## config.mk

```make
export PLATFORM = sky130hd
export DESIGN_NAME = lfd_cmd
export DESIGN_NICKNAME = d
export VERILOG_FILES = /design/src/rtl/lfd_pkg.sv /design/src/rtl/lfd_cmd.sv
export VERILOG_INCLUDE_DIRS = /design/src /design/src/rtl
export SDC_FILE = /design/constraint.sdc
export NUM_CORES = 1
export LEC_CHECK = 0
export ABC_AREA = 1
export BUFFER_PORTS_ARGS = -buffer_cell sky130_fd_sc_hd__buf_2
export CORE_AREA = 2 2 85 87
export CTS_CLUSTER_DIAMETER = 60
export DETAILED_ROUTE_END_ITERATION = 16
export DIE_AREA = 0 0 87 89
export PLACE_DENSITY = 0.67
export SLEW_MARGIN = 20
export SYNTH_ARGS = -nofsm -noshare
export SYNTH_HDL_FRONTEND = slang
export SYNTH_SLANG_ARGS = --single-unit
```

## constraint.sdc

```tcl
create_clock -name clk -period 1.4 [get_ports clk]
set_input_delay 0 -clock clk [delete_from_list [all_inputs] [get_ports clk]]
set_output_delay 0 -clock clk [all_outputs]
set_load 0.01 [all_outputs]
```

## src/rtl/lfd_cfg.svh

```systemverilog
// Opcodes, field positions, reset values and timing counts of the coil driver command block.
`ifndef LFD_CFG_SVH
`define LFD_CFG_SVH
`define LFD_OP_SEL_DRIVER     3'h1
`define LFD_OP_SEL_CURRENT    3'h5
`define LFD_OP_CARRIER        3'h4
`define LFD_OP_LF_DATA        4'h0
`define LFD_RST_GROUP         1'h0
`define LFD_RST_INDEX         2'h1
`define LFD_RST_STEP          5'h00
`define LFD_STEP_MAX          5'h13
`define LFD_LF_PER_BIT_NORM   6'h20
`define LFD_LF_PER_BIT_FAST   6'h16
`define LFD_CARRIER_ENDLESS   5'h00
`define LFD_FLT_GROUP_BIT     7
`define LFD_FLT_THERMAL_BIT   4
`endif

```

## src/rtl/lfd_pkg.sv

```systemverilog
// Types shared by the coil driver command block.
package lfd_pkg;
   typedef struct packed {
      logic       speed;
      logic       diag;
      logic       group;
      logic [1:0] index;
   } lfd_setup_t;

   typedef struct packed {
      logic       no_return;
      logic       shunt_ov;
      logic       hs_oc;
      logic       ls_oc;
   } lfd_fault_t;

   typedef enum logic [2:0] {
      LFD_IDLE    = 3'h0,
      LFD_FETCH   = 3'h1,
      LFD_DATA    = 3'h3,
      LFD_CARRIER = 3'h2,
      LFD_WAIT    = 3'h6
   } lfd_state_t;
endpackage

```

## src/rtl/lfd_cmd.sv

```systemverilog
// Driver command interpreter with fault register and interrupt request.
`timescale 1ns/1ps
`include "lfd_cfg.svh"

// Contract
// - Driver commands are taken from the buffer and executed strictly in order.
// - Channel select is 001, speed, diagnosis, group and two-bit index.
// - Bit time is 32 LF periods normally, 22 at high speed.
// - Group 0 picks drivers 1 to 3, group 1 drivers 4 to 6.
// - Diagnosis bit set enters diagnosis and blocks LF; cleared returns to normal.
// - Reset gives channel 1, no diagnosis, normal speed, step zero.
// - Current select is 101 plus step; only steps 0 to 19 accepted.
// - In diagnosis, step bits 0 and 1 drive the line test switches.
// - Data header is 0000 plus nibble count minus one.
// - Header word is held in the buffer with its data words.
// - Carrier is 100 plus duration counted in LF bit times.
// - Duration zero gives an endless carrier until halted.
// - Carrier uses the last selected step, or the reset step.
// - Any stored fault disables all coil power stages.
// - Storing a fault raises the interrupt until status is read.
// - Fault register clears only by fault reset or global reset.
// - Fault register holds group, index, thermal bit and four fault types.
// - Type bits: no return, shunt overvoltage, high-side and low-side overcurrent.
// - Without operability every driver command except channel select is refused.
module lfd_cmd
   import lfd_pkg::*;
(
   input  wire logic       clk,
   input  wire logic       nrst,
   input  wire logic [7:0] cmd_word,
   input  wire logic       cmd_valid,
   output logic            cmd_ready,
   input  wire logic       lf_clk_pin,
   input  wire logic       halt_pulse,
   input  wire logic       fault_reset_pulse,
   input  wire logic       status_read_pulse,
   input  wire logic       supplies_ok,
   input  wire lfd_fault_t fault_event,
   input  wire logic       thermal_event,
   output lfd_setup_t      setup,
   output logic [4:0]      current_step,
   output logic [7:0]      driver_fault_log,
   output logic            operability_flag,
   output logic            irq,
   output logic            stages_enable,
   output logic            coil_positive_line,
   output logic            coil_negative_line,
   output logic            lf_active,
   output logic            lf_bit_tick,
   output logic            lf_out
);
   // Pin sampler: the first stage feeds only the second.
   logic       lf_s1_reg, lf_s2_reg, lf_s3_reg;
   logic       lf_edge;

   lfd_setup_t setup_reg, setup_next;
   logic [4:0] step_reg, step_next;
   logic [7:0] flt_reg, flt_next;
   logic       irq_reg, irq_next;
   lfd_state_t st_reg, st_next;
   logic [5:0] per_reg, per_next;
   logic [4:0] cnt_reg, cnt_next;
   logic [3:0] nib_reg, nib_next;
   logic [7:0] sh_reg, sh_next;
   logic       tick_reg, tick_next;
   logic       out_reg, out_next;
   logic       endless_reg, endless_next;
   logic       bit_end;
   logic [5:0] bit_len;
   logic       cmd_take;

   function automatic logic fault_any(input logic [7:0] f);
      fault_any = |f[`LFD_FLT_THERMAL_BIT:0];
   endfunction

   // Opcode decoders: select and current for the setup group, carrier and data for the transmit engine.
   function automatic logic is_select(input logic [7:0] w);
      is_select = (w[7:5] == `LFD_OP_SEL_DRIVER);
   endfunction

   function automatic logic is_current(input logic [7:0] w);
      is_current = (w[7:5] == `LFD_OP_SEL_CURRENT);
   endfunction

   function automatic logic is_carrier(input logic [7:0] w);
      is_carrier = (w[7:5] == `LFD_OP_CARRIER);
   endfunction

   function automatic logic is_lf_data(input logic [7:0] w);
      is_lf_data = (w[7:4] == `LFD_OP_LF_DATA);
   endfunction

   always_ff @(posedge clk or negedge nrst) begin
      if (!nrst) begin
         lf_s1_reg <= 1'b0;
         lf_s2_reg <= 1'b0;
         lf_s3_reg <= 1'b0;
      end else begin
         lf_s1_reg <= lf_clk_pin;
         lf_s2_reg <= lf_s1_reg;
         lf_s3_reg <= lf_s2_reg;
      end
   end
   assign lf_edge = lf_s2_reg & ~lf_s3_reg;

   // Any stored thermal or type bit drops operability; the channel bits alone hold none.
   assign operability_flag = ~fault_any(flt_reg) & supplies_ok;
   assign bit_len = setup_reg.speed ? `LFD_LF_PER_BIT_FAST : `LFD_LF_PER_BIT_NORM;
   assign bit_end = lf_edge && (per_reg == bit_len - 6'h01);
   // Commands are taken only in idle and data words only in fetch, so all runs in order.
   assign cmd_ready = (st_reg == LFD_IDLE) || (st_reg == LFD_FETCH);
   // A word taken in idle is a command; in fetch it is always data.
   assign cmd_take = cmd_valid && (st_reg == LFD_IDLE);

   // Setup and step; a select is honoured without operability so that diagnosis can be left.
   always_comb begin
      setup_next = setup_reg;
      step_next  = step_reg;
      if (cmd_take && is_select(cmd_word)) begin
         setup_next.speed = cmd_word[4];
         setup_next.diag  = cmd_word[3];
         setup_next.group = cmd_word[2];
         setup_next.index = cmd_word[1:0];
      end else if (cmd_take && operability_flag && is_current(cmd_word)) begin
         // Out-of-range steps are dropped, so the last valid step stays in force.
         if (cmd_word[4:0] <= `LFD_STEP_MAX) begin
            step_next = cmd_word[4:0];
         end
      end
   end

   // Transmit engine: one LF period counter serves carrier and Manchester data.
   always_comb begin
      st_next      = st_reg;
      per_next     = per_reg;
      cnt_next     = cnt_reg;
      nib_next     = nib_reg;
      sh_next      = sh_reg;
      tick_next    = 1'b0;
      out_next     = out_reg;
      endless_next = endless_reg;
      // The period counter runs while a bit is in flight; a fetch restarts it.
      if (st_reg == LFD_DATA || st_reg == LFD_WAIT || st_reg == LFD_CARRIER) begin
         if (lf_edge) begin
            per_next = bit_end ? 6'h00 : per_reg + 6'h01;
         end
      end
      case (st_reg)
         LFD_IDLE: begin
            out_next = 1'b0;
            // Refused data and carrier words are still consumed from the buffer.
            if (cmd_valid && operability_flag && !setup_reg.diag) begin
               if (is_carrier(cmd_word)) begin
                  cnt_next     = cmd_word[4:0];
                  endless_next = (cmd_word[4:0] == `LFD_CARRIER_ENDLESS);
                  per_next     = 6'h00;
                  out_next     = 1'b1;
                  st_next      = LFD_CARRIER;
               end else if (is_lf_data(cmd_word)) begin
                  nib_next = cmd_word[3:0];
                  st_next  = LFD_FETCH;
               end
            end
         end
         LFD_FETCH: begin
            // The first bit of each word is timed from its fetch.
            if (cmd_valid) begin
               sh_next  = cmd_word;
               cnt_next = 5'h00;
               per_next = 6'h00;
               out_next = cmd_word[0];
               st_next  = LFD_DATA;
            end
         end
         LFD_DATA: begin
            // Manchester: first half carries the bit, second half its inverse.
            if (lf_edge && per_reg == (bit_len >> 1) - 6'h01) begin
               out_next = ~sh_reg[0];
            end
            // Each finished LF bit pulses the bit counter output once.
            if (bit_end) begin
               tick_next = 1'b1;
               sh_next   = {1'b0, sh_reg[7:1]};
               cnt_next  = cnt_reg + 5'h01;
               out_next  = sh_reg[1];
               if (cnt_reg[1:0] == 2'h3) begin
                  // The last nibble ends the run; an odd count never sends its dummy half.
                  if (nib_reg == 4'h0) begin
                     out_next = 1'b0;
                     st_next  = LFD_IDLE;
                  end else begin
                     nib_next = nib_reg - 4'h1;
                     if (cnt_reg[2]) begin
                        st_next = LFD_WAIT;
                     end
                  end
               end
            end
         end
         LFD_WAIT: begin
            // One spare cycle lets the host present the next data word.
            st_next = LFD_FETCH;
         end
         LFD_CARRIER: begin
            // An endless carrier is only ended by halt or a stored fault.
            if (bit_end && !endless_reg) begin
               if (cnt_reg == 5'h01) begin
                  out_next = 1'b0;
                  st_next  = LFD_IDLE;
               end
               cnt_next = cnt_reg - 5'h01;
            end
         end
         default: st_next = LFD_IDLE;
      endcase
      // Halt and a stored fault stop the engine at once, not at the end of an LF period.
      if ((halt_pulse || fault_any(flt_reg)) && st_reg != LFD_IDLE) begin
         st_next  = LFD_IDLE;
         out_next = 1'b0;
      end
   end

   always_comb begin
      flt_next = flt_reg;
      irq_next = irq_reg;
      if (fault_reset_pulse) begin
         flt_next = 8'h00;
      end
      // A status read in the cycle of a new fault leaves the request raised.
      if (status_read_pulse) begin
         irq_next = 1'b0;
      end
      // A fault that arrives with the clear still lands.
      if (|fault_event || thermal_event) begin
         flt_next = {setup_reg.group, setup_reg.index,
                     flt_next[`LFD_FLT_THERMAL_BIT] | thermal_event,
                     flt_next[3:0] | fault_event};
         irq_next = 1'b1;
      end
   end

   always_ff @(posedge clk or negedge nrst) begin
      if (!nrst) begin
         setup_reg <= '{speed: 1'b0, diag: 1'b0, group: `LFD_RST_GROUP,
                        index: `LFD_RST_INDEX};
         step_reg  <= `LFD_RST_STEP;
      end else begin
         setup_reg <= setup_next;
         step_reg  <= step_next;
      end
   end

   always_ff @(posedge clk or negedge nrst) begin
      if (!nrst) begin
         flt_reg <= 8'h00;
         irq_reg <= 1'b0;
      end else begin
         flt_reg <= flt_next;
         irq_reg <= irq_next;
      end
   end

   always_ff @(posedge clk or negedge nrst) begin
      if (!nrst) begin
         st_reg      <= LFD_IDLE;
         per_reg     <= 6'h00;
         cnt_reg     <= 5'h00;
         nib_reg     <= 4'h0;
         sh_reg      <= 8'h00;
         tick_reg    <= 1'b0;
         out_reg     <= 1'b0;
         endless_reg <= 1'b0;
      end else begin
         st_reg      <= st_next;
         per_reg     <= per_next;
         cnt_reg     <= cnt_next;
         nib_reg     <= nib_next;
         sh_reg      <= sh_next;
         tick_reg    <= tick_next;
         out_reg     <= out_next;
         endless_reg <= endless_next;
      end
   end

   assign setup              = setup_reg;
   assign current_step       = step_reg;
   assign driver_fault_log   = flt_reg;
   assign irq                = irq_reg;
   // Diagnosis keeps the stages off and hands the line switches to the two low step bits.
   assign stages_enable      = ~fault_any(flt_reg) & ~setup_reg.diag;
   assign coil_positive_line = setup_reg.diag & step_reg[0];
   assign coil_negative_line = setup_reg.diag & step_reg[1];
   assign lf_active          = (st_reg != LFD_IDLE);
   assign lf_bit_tick        = tick_reg;
   // A stored fault forces the modulator low even before the engine has stopped.
   assign lf_out             = out_reg & ~fault_any(flt_reg);
endmodule

```

-- Yosys cells after proc, flatten, opt, wreduce, memory -nomap -nowiden
Cells that the tools add are included.
- flip-flop bits (word level): 51
- input bits: 21
- output and inout bits: 27
- logic and storage cells: 158
- add/subtract/negate cells: 6
- order comparisons: 1
- eq/ne operators: 29
- multiplexer cells: 53
- bitwise logic cells: 13
- reductions and logical operators: 37
- operators by type and width (cell ; count):
    $mux W6 ; 7
    $mux W3 ; 11
    $mux W8 ; 4
    $mux W5 ; 5
    $mux W4 ; 6
    $pmux W5 S4 ; 1
    $pmux W8 S2 ; 1
    $pmux W3 S5 ; 1
    $mux W1 ; 14
    $eq A6 B6 Y1 ; 2
    $ne A3 B1 Y1 const B ; 4
    $pmux W6 S2 ; 1
    $logic_and A1 B1 Y1 ; 10
    $ne A2 B1 Y1 const B ; 5
    $eq A3 B3 Y1 const B ; 3
    $reduce_and A3 Y1 ; 3
    $logic_not A4 Y1 ; 2
    $ne A2 B2 Y1 const B ; 4
    $ne A4 B2 Y1 const B ; 2
    $pmux W4 S2 ; 1
    $reduce_and A8 Y1 ; 1
    $reduce_bool A2 Y1 ; 4
    $reduce_and A7 Y1 ; 1
    $add A6 B1 Y6 const B ; 1
    other kinds (28) ; 45

-- Logic depth before layout (Yosys ltp)
- word-level depth: 10
- mapped depth: 13
- mapped depth without buffers: 13

-- Worst setup path before layout
No wires, ideal clock.
- path kind: reg-to-reg
- from: reg flt_reg[2], in the netlist driver_fault_log[2]
- to: reg cnt_reg[4]
- setup time: 0.117 ns
- arrival: 1.469 ns
- required time: 1.283 ns
- path slack: -0.186 ns
- cell stages (with the launch flop): 11
- path buffers: 0
- period minus slack after synthesis: 1.586 ns
- cell sequence: dfrtp_1 -> nor2_1 -> nand3_1 -> nor2_2 -> nand2_1 -> nand2_1 -> inv_1 -> nor2_4 -> nand2_2 -> nand2_1 -> nand2_1
- cells in the longest elaborated chain, start to end: 7
- ends and longest elaborated chain (element ; line ; text):
    start, declared ; lfd_cmd.sv:58 ; logic [7:0] flt_reg, flt_next;
    start signal, assigned ; lfd_cmd.sv:258 ; flt_reg <= flt_next;
    $reduce_or A5 Y1 ; lfd_cmd.sv:73 ; fault_any = |f[`LFD_FLT_THERMAL_BIT:0];
    $not A1 Y1 ; lfd_cmd.sv:107 ; assign operability_flag = ~fault_any(flt_reg) & supplies_ok;
    $and A1 B1 Y1 ; lfd_cmd.sv:107 ;
    $logic_and A1 B1 Y1 (2 in series) ; lfd_cmd.sv:152 ; if (cmd_valid && operability_flag && !setup_reg.diag) begin
    $ne A2 B1 Y1 (no line) ; -- ;
    $reduce_and A6 Y1 (no line) ; -- ;
    end signal, assigned ; lfd_cmd.sv:276 ; cnt_reg <= cnt_next;
    end, declared ; lfd_cmd.sv:62 ; logic [4:0] cnt_reg, cnt_next;
Every way passes these cells.
A chain may end at the register's enable or synchronous reset.

-- Final worst setup path
- from: reg st_reg[2]
- to: reg step_reg[0], in the netlist current_step[0]
- cells in the longest elaborated chain, start to end: 5
- elaborated cells between the ends (all ways): 7
- those cells by class: bitwise: 1; reduce/logical: 6
- ends and longest elaborated chain (element ; line ; text):
    start, declared ; lfd_cmd.sv:60 ; lfd_state_t st_reg, st_next;
    start signal, assigned ; lfd_cmd.sv:274 ; st_reg <= st_next;
    $logic_not A3 Y1 (*) ; lfd_cmd.sv:113 ; assign cmd_take = cmd_valid && (st_reg == LFD_IDLE);
    $logic_and A1 B1 Y1 (*) ; lfd_cmd.sv:113 ;
    $logic_and A1 B1 Y1 (on tied branches) ; lfd_cmd.sv:124, lfd_cmd.sv:119 ;
    $logic_and A1 B1 Y1 or $not A1 Y1 (tied branches) ; -- ;
    $reduce_and A3 Y1 (no line) (*) ; -- ;
    end signal, assigned ; lfd_cmd.sv:246 ; step_reg <= `LFD_RST_STEP;
    end signal, assigned ; lfd_cmd.sv:249 ; step_reg <= step_next;
    end, declared ; lfd_cmd.sv:57 ; logic [4:0] step_reg, step_next;
Every way passes the cells marked *; elsewhere a longest branch is shown, timed or not.

==> results.yml <==
status:
  status: "complete, but fails checks"
  violations: "setup timing"
synth:
  synth-seq-cells: 51
  syn_area_per_cell_um2: 7.404
  netlist.area_leader.share: 0.4214
  seq_area_frac_synth: 0.4303
  syn-instance-count: 401
  async_reset_ff_frac: 1.000
  synth_cell_types: 34
  synth_ff_type: "dfrtp_1"
  yosys_warnings: 0
  synth_nets: 427
  syn_area_mm2: 0.002969
  synth_area_leader_cell: "dfrtp_1"
  synth_area_leaders: "dfrtp_1 42%, nand2_1 12%, inv_1 8.6%"
  synth_edf_count: 0
worst_setup_path:
  critPathCaptureType: "flip-flop"
  cp.required_ns: 1.60
  max_stage_delay_ns: 0.47
  cp_num_buf_inv: 1
  worst-path-max-fanout: 5
  crit_type: "reg2reg"
  critPathArrivalTime_ns: 1.89
  cp_slowest_cell: "dfrtp_2"
  cp_common_cell: "nor3_4"
  cp.depth: 7
  path_delay_family: "simple AND/OR/NAND/NOR gates"
  crit_chain: "nor3_4 > buf_6 > nand4_1 > nor3_4 > nand2_2 > nand2_1 > o21ai_1"
  critical_path.startpoint_type: "flip-flop"
  worstRegToRegCells: 7
power_and_ir_drop:
  p_per_area_mw_per_mm2: 1625
  power_frac_clock: 0.119
  swShare: 0.4379
  power_leakage_nw: 2.336
  p_sw_mw: 3.318
  seqPwrFrac: 0.288
  p_total_mw: 7.577
  comb_power_share: 0.593
  internal_power_mw: 4.259
  ir_drop_v: 0.0007603
die:
  core-area_mm2: 0.006719
  rows: 30
  die_area_mm2: 0.007743
  num_io_pins: 48
  die_h_um: 89
  die_x_um: 87
  initial_core_util: 0.4419
grt:
  antenna_found_initial: 0
  grt_pass1_wl_um: 14750
  grtUsageTotal: 0.2432
  grt_start_max_net_pins: 25
  grt_remaining_overflow: 0
  grt_pass1_vias: 3129
sta:
  fin_crit_sh: 1.204
  relSlewSlack: 0.7148
  max_freq_mhz: 593.2
  final.min_clock_period_ns: 1.686
  fin_setup_tns_ns: -7.049
  maxSlewViolCount: 0
  timing_hold_violations_final: 0
  tightest_slew_ns: 0.4279
  setup_violations: 40
  holdWs_ns: 0.02115
  skew_ns: 0.007796
  rsz0062_at_grt: "yes"
  postLayoutSetupSlackWorst_ns: -0.2857
placed_design:
  gp_congestion: 0.8886
  pre_cts_slack_ns: -0.2117
  port-buffer-count: 47
  place_area_mm2: 0.003786
  dp_hpwl_um: 6234
finish:
  drive_gt1_frac: 0.4534
  antenna_cells: 0
  regArea_mm2: 0.001281
  synthToLayoutAreaGrowth_pct: 57.02
  multi_input_area_mm2: 0.001747
  final_cell_mix: "76 x nand2_1, 72 x buf_4, 56 x inv_1"
  mostFrequentLayoutCell: "nand2_1"
  fill_cells: 509
  stdcell_area_mm2: 0.004662
  layout.nets: 583
clock_network:
  cts_made_buffers: 5
  clock_latency_ns: 0.32
  clkTransAtPathRegs_ns: 0.10
  h-tree-depth: 2
  clock-sinks: 51
  clock_path_buffers: 2
  clockRootBuffer: "clkbuf_8"
  cts_tree: "done"
drt:
  drt_iter0_markers: 270
  vias: 3367
  totalWireLength_um: 9668
  wl_per_cell_um: 15.15
  drt-vias-per-instance: 5.277
  drtPass1Iterations: 5
  ant_nets: 0
  drc: 0
worst_hold_path:
  hold_path_class: "in2reg"
  hold_depth: 3
flow_run:
  cap_violations: 0
-- Yosys cell counts (2+ instances only) --
cell,n
nand2_2,7
inv_2,5
nor4_1,2
o211ai_1,2
nor3_1,6
xor2_1,5
buf_6,2
o22ai_1,2
nand2_1,96
buf_2,2
a21oi_1,5
nor2_1,32
o221ai_1,2
o21ai_2,6
nor2_4,2
nand3_1,33
a21o_1,2
nor2_2,4
nand4_1,7
ha_1,5
o21ai_0,40
o21ai_1,6
dfrtp_1,50
inv_1,68
-- worst reg2reg max path, cell delays in order (launching register included) --
cell and delay, ns:
dfrtp_2 0.47, nor3_4 0.28, buf_6 0.15, nand4_1 0.14
nor3_4 0.27, nand2_2 0.13, nand2_1 0.07, o21ai_1 0.06
-- per-layer routing --
layer | track usage | share of wire
met2 | 0.4115 | 0.50
met4 | 0.07244 | 0.027
met3 | 0.03047 | 0.053
met1 | 0.3281 | 0.42
met5 | 0 | 0
-- final timing paths --
check                       startpoint         endpoint  slack, ns
max                          st_reg[2]  current_step[0]      -0.29
min                        cmd_word[7]        sh_reg[7]       0.02
max reg2reg                  st_reg[2]  current_step[0]      -0.29
min reg2reg                  lf_s1_reg        lf_s2_reg       0.37
max in group asynchronous         nrst         setup[2]       0.74
min in group asynchronous         nrst        lf_s2_reg       0.14
-- stage by stage --
stage	util	std cells
after detailed placement	0.5635	586
after floorplan	-	401
after global routing	0.6939	638
after global placement	0.5635	586
final	0.6939	638
after CTS	0.6449	623
-- what timing repair did --
item / CTS / global route
gates resized for setup: 62 / 67
setup endpoints to repair: 41 / 43
setup buffers: 12 / 14
pin swaps: 33 / 40
cloned: 3 / 1
hold buffers: 14 / 0
hold endpoints to repair: 52 / 0
-- layout make-up --
| cell class | instances | share of cell area |
|---|---|---|
| multi-input cells | 274 | 0.3747 |
| clock buffers | 5 | 0.01476 |
| repair inverters | 1 | 0.001879 |
| repair buffers | 150 | 0.2448 |
| flip-flops and latches | 51 | 0.2748 |
| well taps | 80 | 0.02147 |
| clock inverters | 3 | 0.004831 |
| inverters | 74 | 0.06280 |
-- power groups by stage --
stage               Sequential [mW]  Combinational (mW)  Clock [mW]
floorplan                      2.25                1.81           0
global placement               2.19                3.14           0
detailed placement             2.19                3.19           0
CTS                            2.17                3.76       0.923
global route                   2.22                4.86       0.986
finish                         2.18                4.49       0.905
-- kinds of logic after synthesis --
kind of cell             after synthesis  synth area share
AND/OR/NAND/NOR                      193            0.2954
buffers and inverters                 79            0.1075
AO/OA/AOI/OAI                         68            0.1311
flip-flops                            51            0.4303
XOR/XNOR                               5           0.01475
adder cells (fa/ha/maj)                5           0.02107
Power figures use the tool's default switching activity.
